===== src/hdl/acs_pkg.sv =====
// Shared constants, types and helpers for the converter conversion sequencer
package acs_pkg;

    // Clock and timing
    localparam int CLK_FREQ_MHZ = 25;
    localparam int AUTO_BASE_US = 1000;
    localparam int POWEROFF_DLY_US = 1000;
    localparam int CNT_W = 32;

    // Field widths
    localparam int RESULT_W = 12;
    localparam int CHAN_W = 4;
    localparam int ISRC_W = 2;
    localparam int RATE_W = 3;
    localparam int REG_W = 8;
    localparam int FLAG_W = 4;

    // Status flag positions in the group-3 flag and mask vectors
    localparam int FLAG_SOFT0 = 0;
    localparam int FLAG_SOFT1 = 1;
    localparam int FLAG_AUTO0 = 2;
    localparam int FLAG_AUTO1 = 3;

    // Result and limit register layout
    localparam int RES_HI_MSB = 11;
    localparam int RES_HI_LSB = 8;
    localparam int RES_LO_MSB = 7;
    localparam int LIMIT_HI_MSB = 3;
    localparam int LIMIT_POL_BIT = 7;
    localparam logic [3:0] RES_HI_PAD = 4'h0;

    // Current source channel, source-off value, reset values and counter step
    localparam logic [CHAN_W-1:0] CHAN_ZERO = 4'h0;
    localparam logic [ISRC_W-1:0] ISRC_OFF = 2'h0;
    localparam logic [RESULT_W-1:0] RESULT_RST = 12'h000;
    localparam logic [FLAG_W-1:0] FLAGS_RST = 4'h0;
    localparam logic [CNT_W-1:0] CNT_ONE = 32'h00000001;

    typedef enum logic [1:0] {ACS_IDLE, ACS_START, ACS_WAIT} acs_state_t;

    // Upper result register: four data bits, upper bits read zero
    function automatic logic [REG_W-1:0] result_high(input logic [RESULT_W-1:0] r);
        result_high = {RES_HI_PAD, r[RES_HI_MSB:RES_HI_LSB]};
    endfunction

    function automatic logic [REG_W-1:0] result_low(input logic [RESULT_W-1:0] r);
        result_low = r[RES_LO_MSB:0];
    endfunction

    // Twelve-bit threshold from its register pair
    function automatic logic [RESULT_W-1:0] limit_value(input logic [REG_W-1:0] hi,
                                                        input logic [REG_W-1:0] lo);
        limit_value = {hi[LIMIT_HI_MSB:0], lo};
    endfunction

    // Automatic period doubles with each step of the rate field
    function automatic logic [CNT_W-1:0] rate_period(input logic [CNT_W-1:0] base,
                                                     input logic [RATE_W-1:0] field);
        rate_period = base << field;
    endfunction

endpackage


===== src/hdl/acs_rate_timer.sv =====
// Periodic tick generator for automatic conversions
`timescale 1ns/10ps
module acs_rate_timer
    import acs_pkg::*;
#(
    parameter int BASE_CYCLES = AUTO_BASE_US * CLK_FREQ_MHZ
)
(
    input wire logic clk_in, // System clock
    input wire logic rst_in, // Synchronous reset
    input wire logic run_in, // Any automatic slot enabled
    input wire logic [RATE_W-1:0] rate_in, // Rate field
    output logic tick_out // One-cycle conversion request
);

    logic [CNT_W-1:0] cnt_q;
    logic [CNT_W-1:0] period;

    assign period = rate_period(CNT_W'(BASE_CYCLES), rate_in);

    always_ff @(posedge clk_in)
    begin
        if (rst_in || !run_in)
        begin
            cnt_q <= '0;
            tick_out <= 1'b0;
        end
        else if (cnt_q >= period - CNT_ONE)
        begin
            cnt_q <= '0;
            tick_out <= 1'b1;
        end
        else
        begin
            cnt_q <= cnt_q + CNT_ONE;
            tick_out <= 1'b0;
        end
    end

endmodule


===== src/hdl/acs_limit_compare.sv =====
// Threshold comparison with selectable polarity
`timescale 1ns/10ps
module acs_limit_compare
    import acs_pkg::*;
(
    input wire logic [RESULT_W-1:0] result_in, // Conversion result
    input wire logic [REG_W-1:0] limit_high_in, // Limit high register with polarity
    input wire logic [REG_W-1:0] limit_low_in, // Limit low register
    output logic cross_out // Result beyond limit
);

    logic [RESULT_W-1:0] limit;

    assign limit = limit_value(limit_high_in, limit_low_in);
    // Polarity set flags above, clear flags below
    assign cross_out = limit_high_in[LIMIT_POL_BIT] ? (result_in > limit)
                                                    : (result_in < limit);
endmodule


===== src/hdl/acs_sequencer.sv =====
// Conversion sequencer for the general-purpose converter
`timescale 1ns/10ps
// Summary of operation
// - Software starts are honoured only while software conversion is enabled.
// - A software conversion uses the channel chosen for its slot.
// - Channel zero gets the programmed current source setting.
// - Converter powered only during conversions unless force-on is set.
// - Software done interrupt raised only when its mask bit is clear.
// - Start bit begins a conversion; completion sets software done flag.
// - Twelve-bit result split: high bits [3:0], low bits [7:0].
// - Automatic conversions repeat on the slot channel at the programmed rate.
// - Automatic results are compared against a twelve-bit threshold pair.
// - Polarity bit picks flagging above or below the threshold.
// - Enabled automatic slot sets its flag and interrupt on threshold crossing.
// - Automatic results go to their own register pair per slot.
// - With poweroff enabled, a crossing starts a delay that ends in power off if its flag stays set throughout.
// - Slot one behaves like slot zero, except that slot zero is converted first when both are due.
module acs_sequencer
    import acs_pkg::*;
#(
    parameter int AUTO_BASE_CYCLES = AUTO_BASE_US * CLK_FREQ_MHZ,
    parameter int POWEROFF_DLY_CYCLES = POWEROFF_DLY_US * CLK_FREQ_MHZ
)
(
    input wire logic clk_in, // 25 MHz clock
    input wire logic rst_in, // Synchronous reset, active high
    input wire logic soft_conv_enable_in, // Software conversion mode
    input wire logic [CHAN_W-1:0] soft_slot0_channel_in, // Software slot 0 channel
    input wire logic [CHAN_W-1:0] soft_slot1_channel_in, // Software slot 1 channel
    input wire logic soft_slot0_start_in, // Start pulse, slot 0
    input wire logic soft_slot1_start_in, // Start pulse, slot 1
    input wire logic [ISRC_W-1:0] current_source_in, // Channel 0 current source
    input wire logic converter_force_on_in, // Keep converter powered
    input wire logic [FLAG_W-1:0] irq_group3_mask_in, // Interrupt masks, 1 masks
    input wire logic [FLAG_W-1:0] irq_group3_clear_in, // Flag clear pulses
    input wire logic [CHAN_W-1:0] auto_slot0_channel_in, // Automatic slot 0 channel
    input wire logic [CHAN_W-1:0] auto_slot1_channel_in, // Automatic slot 1 channel
    input wire logic [RATE_W-1:0] auto_rate_field_in, // Automatic rate
    input wire logic auto_slot0_enable_in, // Automatic slot 0 enable
    input wire logic auto_slot1_enable_in, // Automatic slot 1 enable
    input wire logic [REG_W-1:0] slot0_limit_high_in, // Slot 0 limit high and polarity
    input wire logic [REG_W-1:0] slot0_limit_low_in, // Slot 0 limit low
    input wire logic [REG_W-1:0] slot1_limit_high_in, // Slot 1 limit high and polarity
    input wire logic [REG_W-1:0] slot1_limit_low_in, // Slot 1 limit low
    input wire logic slot0_poweroff_enable_in, // Slot 0 shutdown enable
    input wire logic slot1_poweroff_enable_in, // Slot 1 shutdown enable
    input wire logic adc_done_in, // Converter finished, one cycle
    input wire logic [RESULT_W-1:0] adc_data_in, // Converter result
    output logic adc_power_out, // Converter power
    output logic adc_start_out, // Converter start pulse
    output logic [CHAN_W-1:0] adc_channel_out, // Channel under conversion
    output logic [ISRC_W-1:0] adc_isource_out, // Current source setting
    output logic [FLAG_W-1:0] irq_group3_flags_out, // Sticky status flags
    output logic irq_out, // Interrupt, active high
    output logic [REG_W-1:0] soft_result0_high_out, // Software slot 0 result high
    output logic [REG_W-1:0] soft_result0_low_out, // Software slot 0 result low
    output logic [REG_W-1:0] soft_result1_high_out, // Software slot 1 result high
    output logic [REG_W-1:0] soft_result1_low_out, // Software slot 1 result low
    output logic [REG_W-1:0] auto_result0_high_out, // Automatic slot 0 result high
    output logic [REG_W-1:0] auto_result0_low_out, // Automatic slot 0 result low
    output logic [REG_W-1:0] auto_result1_high_out, // Automatic slot 1 result high
    output logic [REG_W-1:0] auto_result1_low_out, // Automatic slot 1 result low
    output logic poweroff_out // Chip switch-off request
);

    ////////////////////////////////////////////////////////////////////////////
    // Declarations

    acs_state_t state_q;
    logic [FLAG_W-1:0] pend_q;
    logic [FLAG_W-1:0] pend_set;
    logic [1:0] src_q;
    logic [1:0] src_pick;
    logic [CHAN_W-1:0] chan_q;
    logic [CHAN_W-1:0] chan_pick;
    logic [FLAG_W-1:0] flags_q;
    logic [FLAG_W-1:0] flags_set;
    logic [RESULT_W-1:0] soft0_q;
    logic [RESULT_W-1:0] soft1_q;
    logic [RESULT_W-1:0] auto0_q;
    logic [RESULT_W-1:0] auto1_q;
    logic [1:0] armed_q;
    logic [CNT_W-1:0] dly_q;
    logic poweroff_q;
    logic auto_tick;
    logic cross0;
    logic cross1;
    logic done;

    ////////////////////////////////////////////////////////////////////////////
    // Automatic rate and threshold checks

    acs_rate_timer #(
        .BASE_CYCLES(AUTO_BASE_CYCLES)
    ) u_rate (
        .clk_in(clk_in),
        .rst_in(rst_in),
        .run_in(auto_slot0_enable_in || auto_slot1_enable_in),
        .rate_in(auto_rate_field_in),
        .tick_out(auto_tick)
    );

    acs_limit_compare u_cmp0 (
        .result_in(adc_data_in),
        .limit_high_in(slot0_limit_high_in),
        .limit_low_in(slot0_limit_low_in),
        .cross_out(cross0)
    );

    acs_limit_compare u_cmp1 (
        .result_in(adc_data_in),
        .limit_high_in(slot1_limit_high_in),
        .limit_low_in(slot1_limit_low_in),
        .cross_out(cross1)
    );

    ////////////////////////////////////////////////////////////////////////////
    // Request collection

    always_comb
    begin
        pend_set = '0;
        pend_set[FLAG_SOFT0] = soft_slot0_start_in && soft_conv_enable_in;
        pend_set[FLAG_SOFT1] = soft_slot1_start_in && soft_conv_enable_in;
        pend_set[FLAG_AUTO0] = auto_tick && auto_slot0_enable_in;
        pend_set[FLAG_AUTO1] = auto_tick && auto_slot1_enable_in;
    end

    // Fixed priority: software slots first, then automatic
    always_comb
    begin
        src_pick = 2'(FLAG_AUTO1);
        chan_pick = auto_slot1_channel_in;
        if (pend_q[FLAG_SOFT0])
        begin
            src_pick = 2'(FLAG_SOFT0);
            chan_pick = soft_slot0_channel_in;
        end
        else if (pend_q[FLAG_SOFT1])
        begin
            src_pick = 2'(FLAG_SOFT1);
            chan_pick = soft_slot1_channel_in;
        end
        else if (pend_q[FLAG_AUTO0])
        begin
            src_pick = 2'(FLAG_AUTO0);
            chan_pick = auto_slot0_channel_in;
        end
    end

    assign done = (state_q == ACS_WAIT) && adc_done_in;

    // New request wins over the pick that consumes it
    always_ff @(posedge clk_in)
    begin
        if (rst_in)
        begin
            pend_q <= '0;
        end
        else if (state_q == ACS_IDLE && pend_q != '0)
        begin
            pend_q <= (pend_q & ~(FLAG_W'(1) << src_pick)) | pend_set;
        end
        else
        begin
            pend_q <= pend_q | pend_set;
        end
    end

    ////////////////////////////////////////////////////////////////////////////
    // Conversion state machine

    always_ff @(posedge clk_in)
    begin
        if (rst_in)
        begin
            state_q <= ACS_IDLE;
            src_q <= '0;
            chan_q <= CHAN_ZERO;
        end
        else
        begin
            case (state_q)
                ACS_IDLE:
                begin
                    if (pend_q != '0)
                    begin
                        src_q <= src_pick;
                        chan_q <= chan_pick;
                        state_q <= ACS_START;
                    end
                end
                ACS_START:
                begin
                    state_q <= ACS_WAIT;
                end
                ACS_WAIT:
                begin
                    if (adc_done_in)
                    begin
                        state_q <= ACS_IDLE;
                    end
                end
                default:
                begin
                    state_q <= ACS_IDLE;
                end
            endcase
        end
    end

    assign adc_start_out = (state_q == ACS_START);
    assign adc_channel_out = chan_q;
    assign adc_power_out = converter_force_on_in || (state_q != ACS_IDLE);
    assign adc_isource_out = (state_q != ACS_IDLE && chan_q == CHAN_ZERO)
                             ? current_source_in : ISRC_OFF;

    ////////////////////////////////////////////////////////////////////////////
    // Result registers, whole word loaded at once

    always_ff @(posedge clk_in)
    begin
        if (rst_in)
        begin
            soft0_q <= RESULT_RST;
            soft1_q <= RESULT_RST;
            auto0_q <= RESULT_RST;
            auto1_q <= RESULT_RST;
        end
        else if (done)
        begin
            if (src_q == 2'(FLAG_SOFT0))
            begin
                soft0_q <= adc_data_in;
            end
            if (src_q == 2'(FLAG_SOFT1))
            begin
                soft1_q <= adc_data_in;
            end
            if (src_q == 2'(FLAG_AUTO0))
            begin
                auto0_q <= adc_data_in;
            end
            if (src_q == 2'(FLAG_AUTO1))
            begin
                auto1_q <= adc_data_in;
            end
        end
    end

    assign soft_result0_high_out = result_high(soft0_q);
    assign soft_result0_low_out = result_low(soft0_q);
    assign soft_result1_high_out = result_high(soft1_q);
    assign soft_result1_low_out = result_low(soft1_q);
    assign auto_result0_high_out = result_high(auto0_q);
    assign auto_result0_low_out = result_low(auto0_q);
    assign auto_result1_high_out = result_high(auto1_q);
    assign auto_result1_low_out = result_low(auto1_q);

    ////////////////////////////////////////////////////////////////////////////
    // Status flags and interrupt

    always_comb
    begin
        flags_set = '0;
        flags_set[FLAG_SOFT0] = done && src_q == 2'(FLAG_SOFT0);
        flags_set[FLAG_SOFT1] = done && src_q == 2'(FLAG_SOFT1);
        flags_set[FLAG_AUTO0] = done && src_q == 2'(FLAG_AUTO0) && cross0;
        flags_set[FLAG_AUTO1] = done && src_q == 2'(FLAG_AUTO1) && cross1;
    end

    // Set beats a clear landing in the same cycle
    always_ff @(posedge clk_in)
    begin
        if (rst_in)
        begin
            flags_q <= FLAGS_RST;
        end
        else
        begin
            flags_q <= (flags_q & ~irq_group3_clear_in) | flags_set;
        end
    end

    assign irq_group3_flags_out = flags_q;
    assign irq_out = |(flags_q & ~irq_group3_mask_in);

    ////////////////////////////////////////////////////////////////////////////
    // Switch-off delay

    always_ff @(posedge clk_in)
    begin
        if (rst_in)
        begin
            armed_q <= '0;
        end
        else
        begin
            armed_q[0] <= (armed_q[0] && flags_q[FLAG_AUTO0]
                          && !irq_group3_clear_in[FLAG_AUTO0])
                          || (flags_set[FLAG_AUTO0] && slot0_poweroff_enable_in);
            armed_q[1] <= (armed_q[1] && flags_q[FLAG_AUTO1]
                          && !irq_group3_clear_in[FLAG_AUTO1])
                          || (flags_set[FLAG_AUTO1] && slot1_poweroff_enable_in);
        end
    end

    always_ff @(posedge clk_in)
    begin
        if (rst_in || armed_q == '0)
        begin
            dly_q <= '0;
        end
        else if (dly_q < CNT_W'(POWEROFF_DLY_CYCLES))
        begin
            dly_q <= dly_q + CNT_ONE;
        end
    end

    // Latched until reset once the delay runs out
    always_ff @(posedge clk_in)
    begin
        if (rst_in)
        begin
            poweroff_q <= 1'b0;
        end
        else if (armed_q != '0 && dly_q >= CNT_W'(POWEROFF_DLY_CYCLES) - CNT_ONE)
        begin
            poweroff_q <= 1'b1;
        end
    end

    assign poweroff_out = poweroff_q;

endmodule


===== config.mk =====
export PLATFORM = sky130hd
export DESIGN_NAME = acs_sequencer
export DESIGN_NICKNAME = d
export VERILOG_FILES = /design/src/hdl/acs_pkg.sv /design/src/hdl/acs_rate_timer.sv /design/src/hdl/acs_limit_compare.sv /design/src/hdl/acs_sequencer.sv
export SDC_FILE = /design/constraint.sdc
export NUM_CORES = 1
export LEC_CHECK = 0
export BUFFER_PORTS_ARGS = -buffer_cell sky130_fd_sc_hd__buf_2
export CORE_MARGIN = 2
export CORE_UTILIZATION = 47
export CTS_CLUSTER_DIAMETER = 50
export DETAILED_ROUTE_END_ITERATION = 7
export PLACE_DENSITY = 0.75
export SLEW_MARGIN = 40
export SYNTH_ARGS = -nofsm -noshare
export SYNTH_HDL_FRONTEND = slang
export SYNTH_SLANG_ARGS = --single-unit

===== constraint.sdc =====
create_clock -name clk_in -period 4.46 [get_ports clk_in]
set_input_delay 0.446 -clock clk_in [delete_from_list [all_inputs] [get_ports clk_in]]
set_output_delay 0.446 -clock clk_in [all_outputs]
set_load 0.01 [all_outputs]

==> results.ini <==
[die]
initial_core_util_pct = 47.6
io_pins = 162
die-area_um2 = 15500
die_w_um = 125
row_count = 44
fp.dieH_um = 125
core_area_um2 = 14400

[critical_path]
crit_path_end_kind = register
max_stage_delay_ns = 0.43
worstSetupPathType = in -> reg
cp-start-kind = input pin
critPathTopFamily = compound AO/OA/AOI/OAI gates
cpMaxStageDelayCell = or3b_1
worstPathRequired_ns = 4.81
cp_max_fo = 23
path_buf_inv = 3
crit_chain = buf_2 -> inv_1 -> ha_1 -> or3b_1 -> o22ai_1 -> o21ai_0 -> o21ai_0 -> a31o_2 -> nand3_1 -> ha_1 -> a21o_1 -> a21o_1 -> a21oi_1 -> o221ai_1 -> a211o_1 -> buf_4 -> nor2_1
arrival_ns = 3.94

[synthesis]
synth.area.top_cells = dfxtp_1 (39%), ha_1 (10%), nand2_1 (5.7%), a21oi_1 (5.6%), nor2_1 (4.8%)
yosysSeqAreaShare_pct = 38.6
synthMuxAreaShare_pct = 3.09
yosys.area_share.simple_pct = 23.4
synth_compound_area_share_pct = 13.9
avgSynthCellArea_um2 = 8.32
ys_ff_latch = 132
ys_top_cells_by_count = dfxtp_1 (132), nand2_1 (104), nor2_1 (88)
synth_top_family_by_area = simple AND/OR/NAND/NOR gates
synthXorXnorAreaFrac_pct = 4.87
synth_edf_count = 0
synthCells = 822
synthFlopType = dfxtp_1
yosysTopAreaCell = dfxtp_1
synth_area_um2 = 6840
synthAdderAreaFrac_pct = 10.2
synth_most_common_cell = dfxtp_1
ys_async_sr_fraction_pct = 0
ys_warn_count = 0
synth.distinct_cells = 65
synth_top_area_share_pct = 38.6

[route]
drc_errors = 0
vias_per_cell = 5.12
dr.first_iter.drc_count = 332
ant_nets = 0
vias = 5957
routed_wl_mm = 15.7
wire_per_inst_um = 13.5
dr.pass1.iters = 7

[placement]
gp_congestion = 0.874
dp_hpwl_mm = 11.6
port_buffers = 139
dpl_cell_area_um2 = 7690
place_inst = 1131

[sta]
final-max-slew-violation-count = 0
post-route-period-util_pct = 80.5
relSlewSlack_pct = 54.5
finalHoldViolations = 0
whs_ns = 0.272
tightest_slew_ns = 0.683
setup_viol = 0
period_minus_slack_ns = 3.59
skew_ns = 0.0124
rsz0062_at_grt = no
setup_tns_ns = 0
timing.fmax_mhz = 279

[pwr]
ir_drop_mv = 0.325
power.switching_mw = 0.775
p_per_area_nw_per_um2 = 350
p_clk_share_pct = 47.4
p_leak_nw = 3.63
power.share.sequential_pct = 42.3
p_sw_share_pct = 26.8
intPower_mw = 2.12
total_power_mw = 2.89
combPwrFrac_pct = 10.3

[grt]
grt_max_degree = 66
grt_pass1_wl_mm = 25.6
antenna_found_initial = 0
track_usage_pct = 19.9
grt-ovfl-total = 0
first_global_vias = 5368

[finish]
final_cells = 1163
nNetsFinal = 1106
drive_above_1_share_pct = 20.2
fin_area_um2 = 8280
area_growth_pct = 21.1
diodes = 0

[clock_tree]
cts-root-buf = clkbuf_16
cts_buffer_depth = 2
clkTransAtPathRegs_ns = 0.06
h-tree-depth = 4
ctsResizeCount = 0
cts_buffers = 17
clkSinkCount = 132
post_cts_buffers = 0
cts_tree = yes
cts_hold_buf = 0
clk_latency_ns = 0.41

[status]
status = finished, final reports clean

[flow_run]
maxCapViolCount = 0

[min_path]
hp-class = in -> reg

[kinds of logic after synthesis]
| family | after synthesis |
|---|---|
| AND/OR/NAND/NOR | 335 |
| XOR/XNOR | 38 |
| adder cells (fa/ha/maj) | 56 |
| flip-flops | 132 |
| AO/OA/AOI/OAI | 151 |
| multiplexers | 21 |
| buffers and inverters | 88 |
| other | 1 |
[final cells by class]
type	instances	area (um^2)
Timing Repair Buffer	148	763
Tap cell	184	230
Clock inverter	15	160
Multi-Input combinational cell	626	3910
Fill cell	1279	6090
Clock buffer	17	425
Sequential cell	132	2640
Inverter	41	154
[final timing paths]
check                        startpoint                     endpoint  slack (ns)  cells after the start
max               auto_rate_field_in[0]  u_rate.cnt_q[10]$_SDFF_PP0_        0.87                     17
min            slot0_poweroff_enable_in        armed_q[0]$_SDFF_PP0_        0.27                      2
max reg2reg  u_rate.cnt_q[3]$_SDFF_PP0_  u_rate.cnt_q[10]$_SDFF_PP0_        2.22                      8
min reg2reg  u_rate.cnt_q[0]$_SDFF_PP0_   u_rate.cnt_q[0]$_SDFF_PP0_        0.45                      1
[routing by layer]
| layer | global-route usage, % | up-vias | routed length [um] | share of wire [%] |
|---|---|---|---|---|
| li1 | - | 3103 | - | - |
| met1 | 26.1 | 2682 | 7190 | 46 |
| met2 | 33.0 | 162 | 7450 | 47 |
| met3 | 4.38 | 10 | 921 | 5.9 |
| met4 | 5.82 | 0 | 151 | 0.96 |
| met5 | 0 | - | 0 | 0 |
[stage by stage]
step,setup WS (ns),util [%]
finish,0.870,57.6
global route,0.495,57.6
CTS,0.890,57.6
detailed placement,0.449,53.5
global placement,0.515,53.5
floorplan,0.824,-
[power by group through the flow]
stage / clock network [mW] / registers (mW) / logic, mW
global placement: 0 / 1.25 / 0.289
CTS: 1.40 / 1.22 / 0.296
floorplan: 0 / 1.24 / 0.204
finish: 1.37 / 1.22 / 0.297
detailed placement: 0 / 1.25 / 0.295
global route: 1.45 / 1.23 / 0.336
[state kept, by name, indices dropped and copies added, names as in the netlist, 4 cells and up]
register	cells
adc_channel_out	4
auto0_q	12
auto1_q	12
dly_q	32
irq_group3_flags_out	4
pend_q	4
soft0_q	12
soft1_q	12
u_rate.cnt_q	32
[cell usage in the layout, fill, tap and decap left out, drive strengths merged, types with 20 or more instances in the layout]
cell	netlist	final
buf	25	148
and2	20	20
xor2	21	21
dfxtp	132	132
ha	56	56
inv	41	51
nand3	37	37
a21oi	76	76
nor2	89	89
mux2i	20	20
conb	1	25
nand2	104	104
o21ai	22	22
Power figures use the tool's default switching activity.
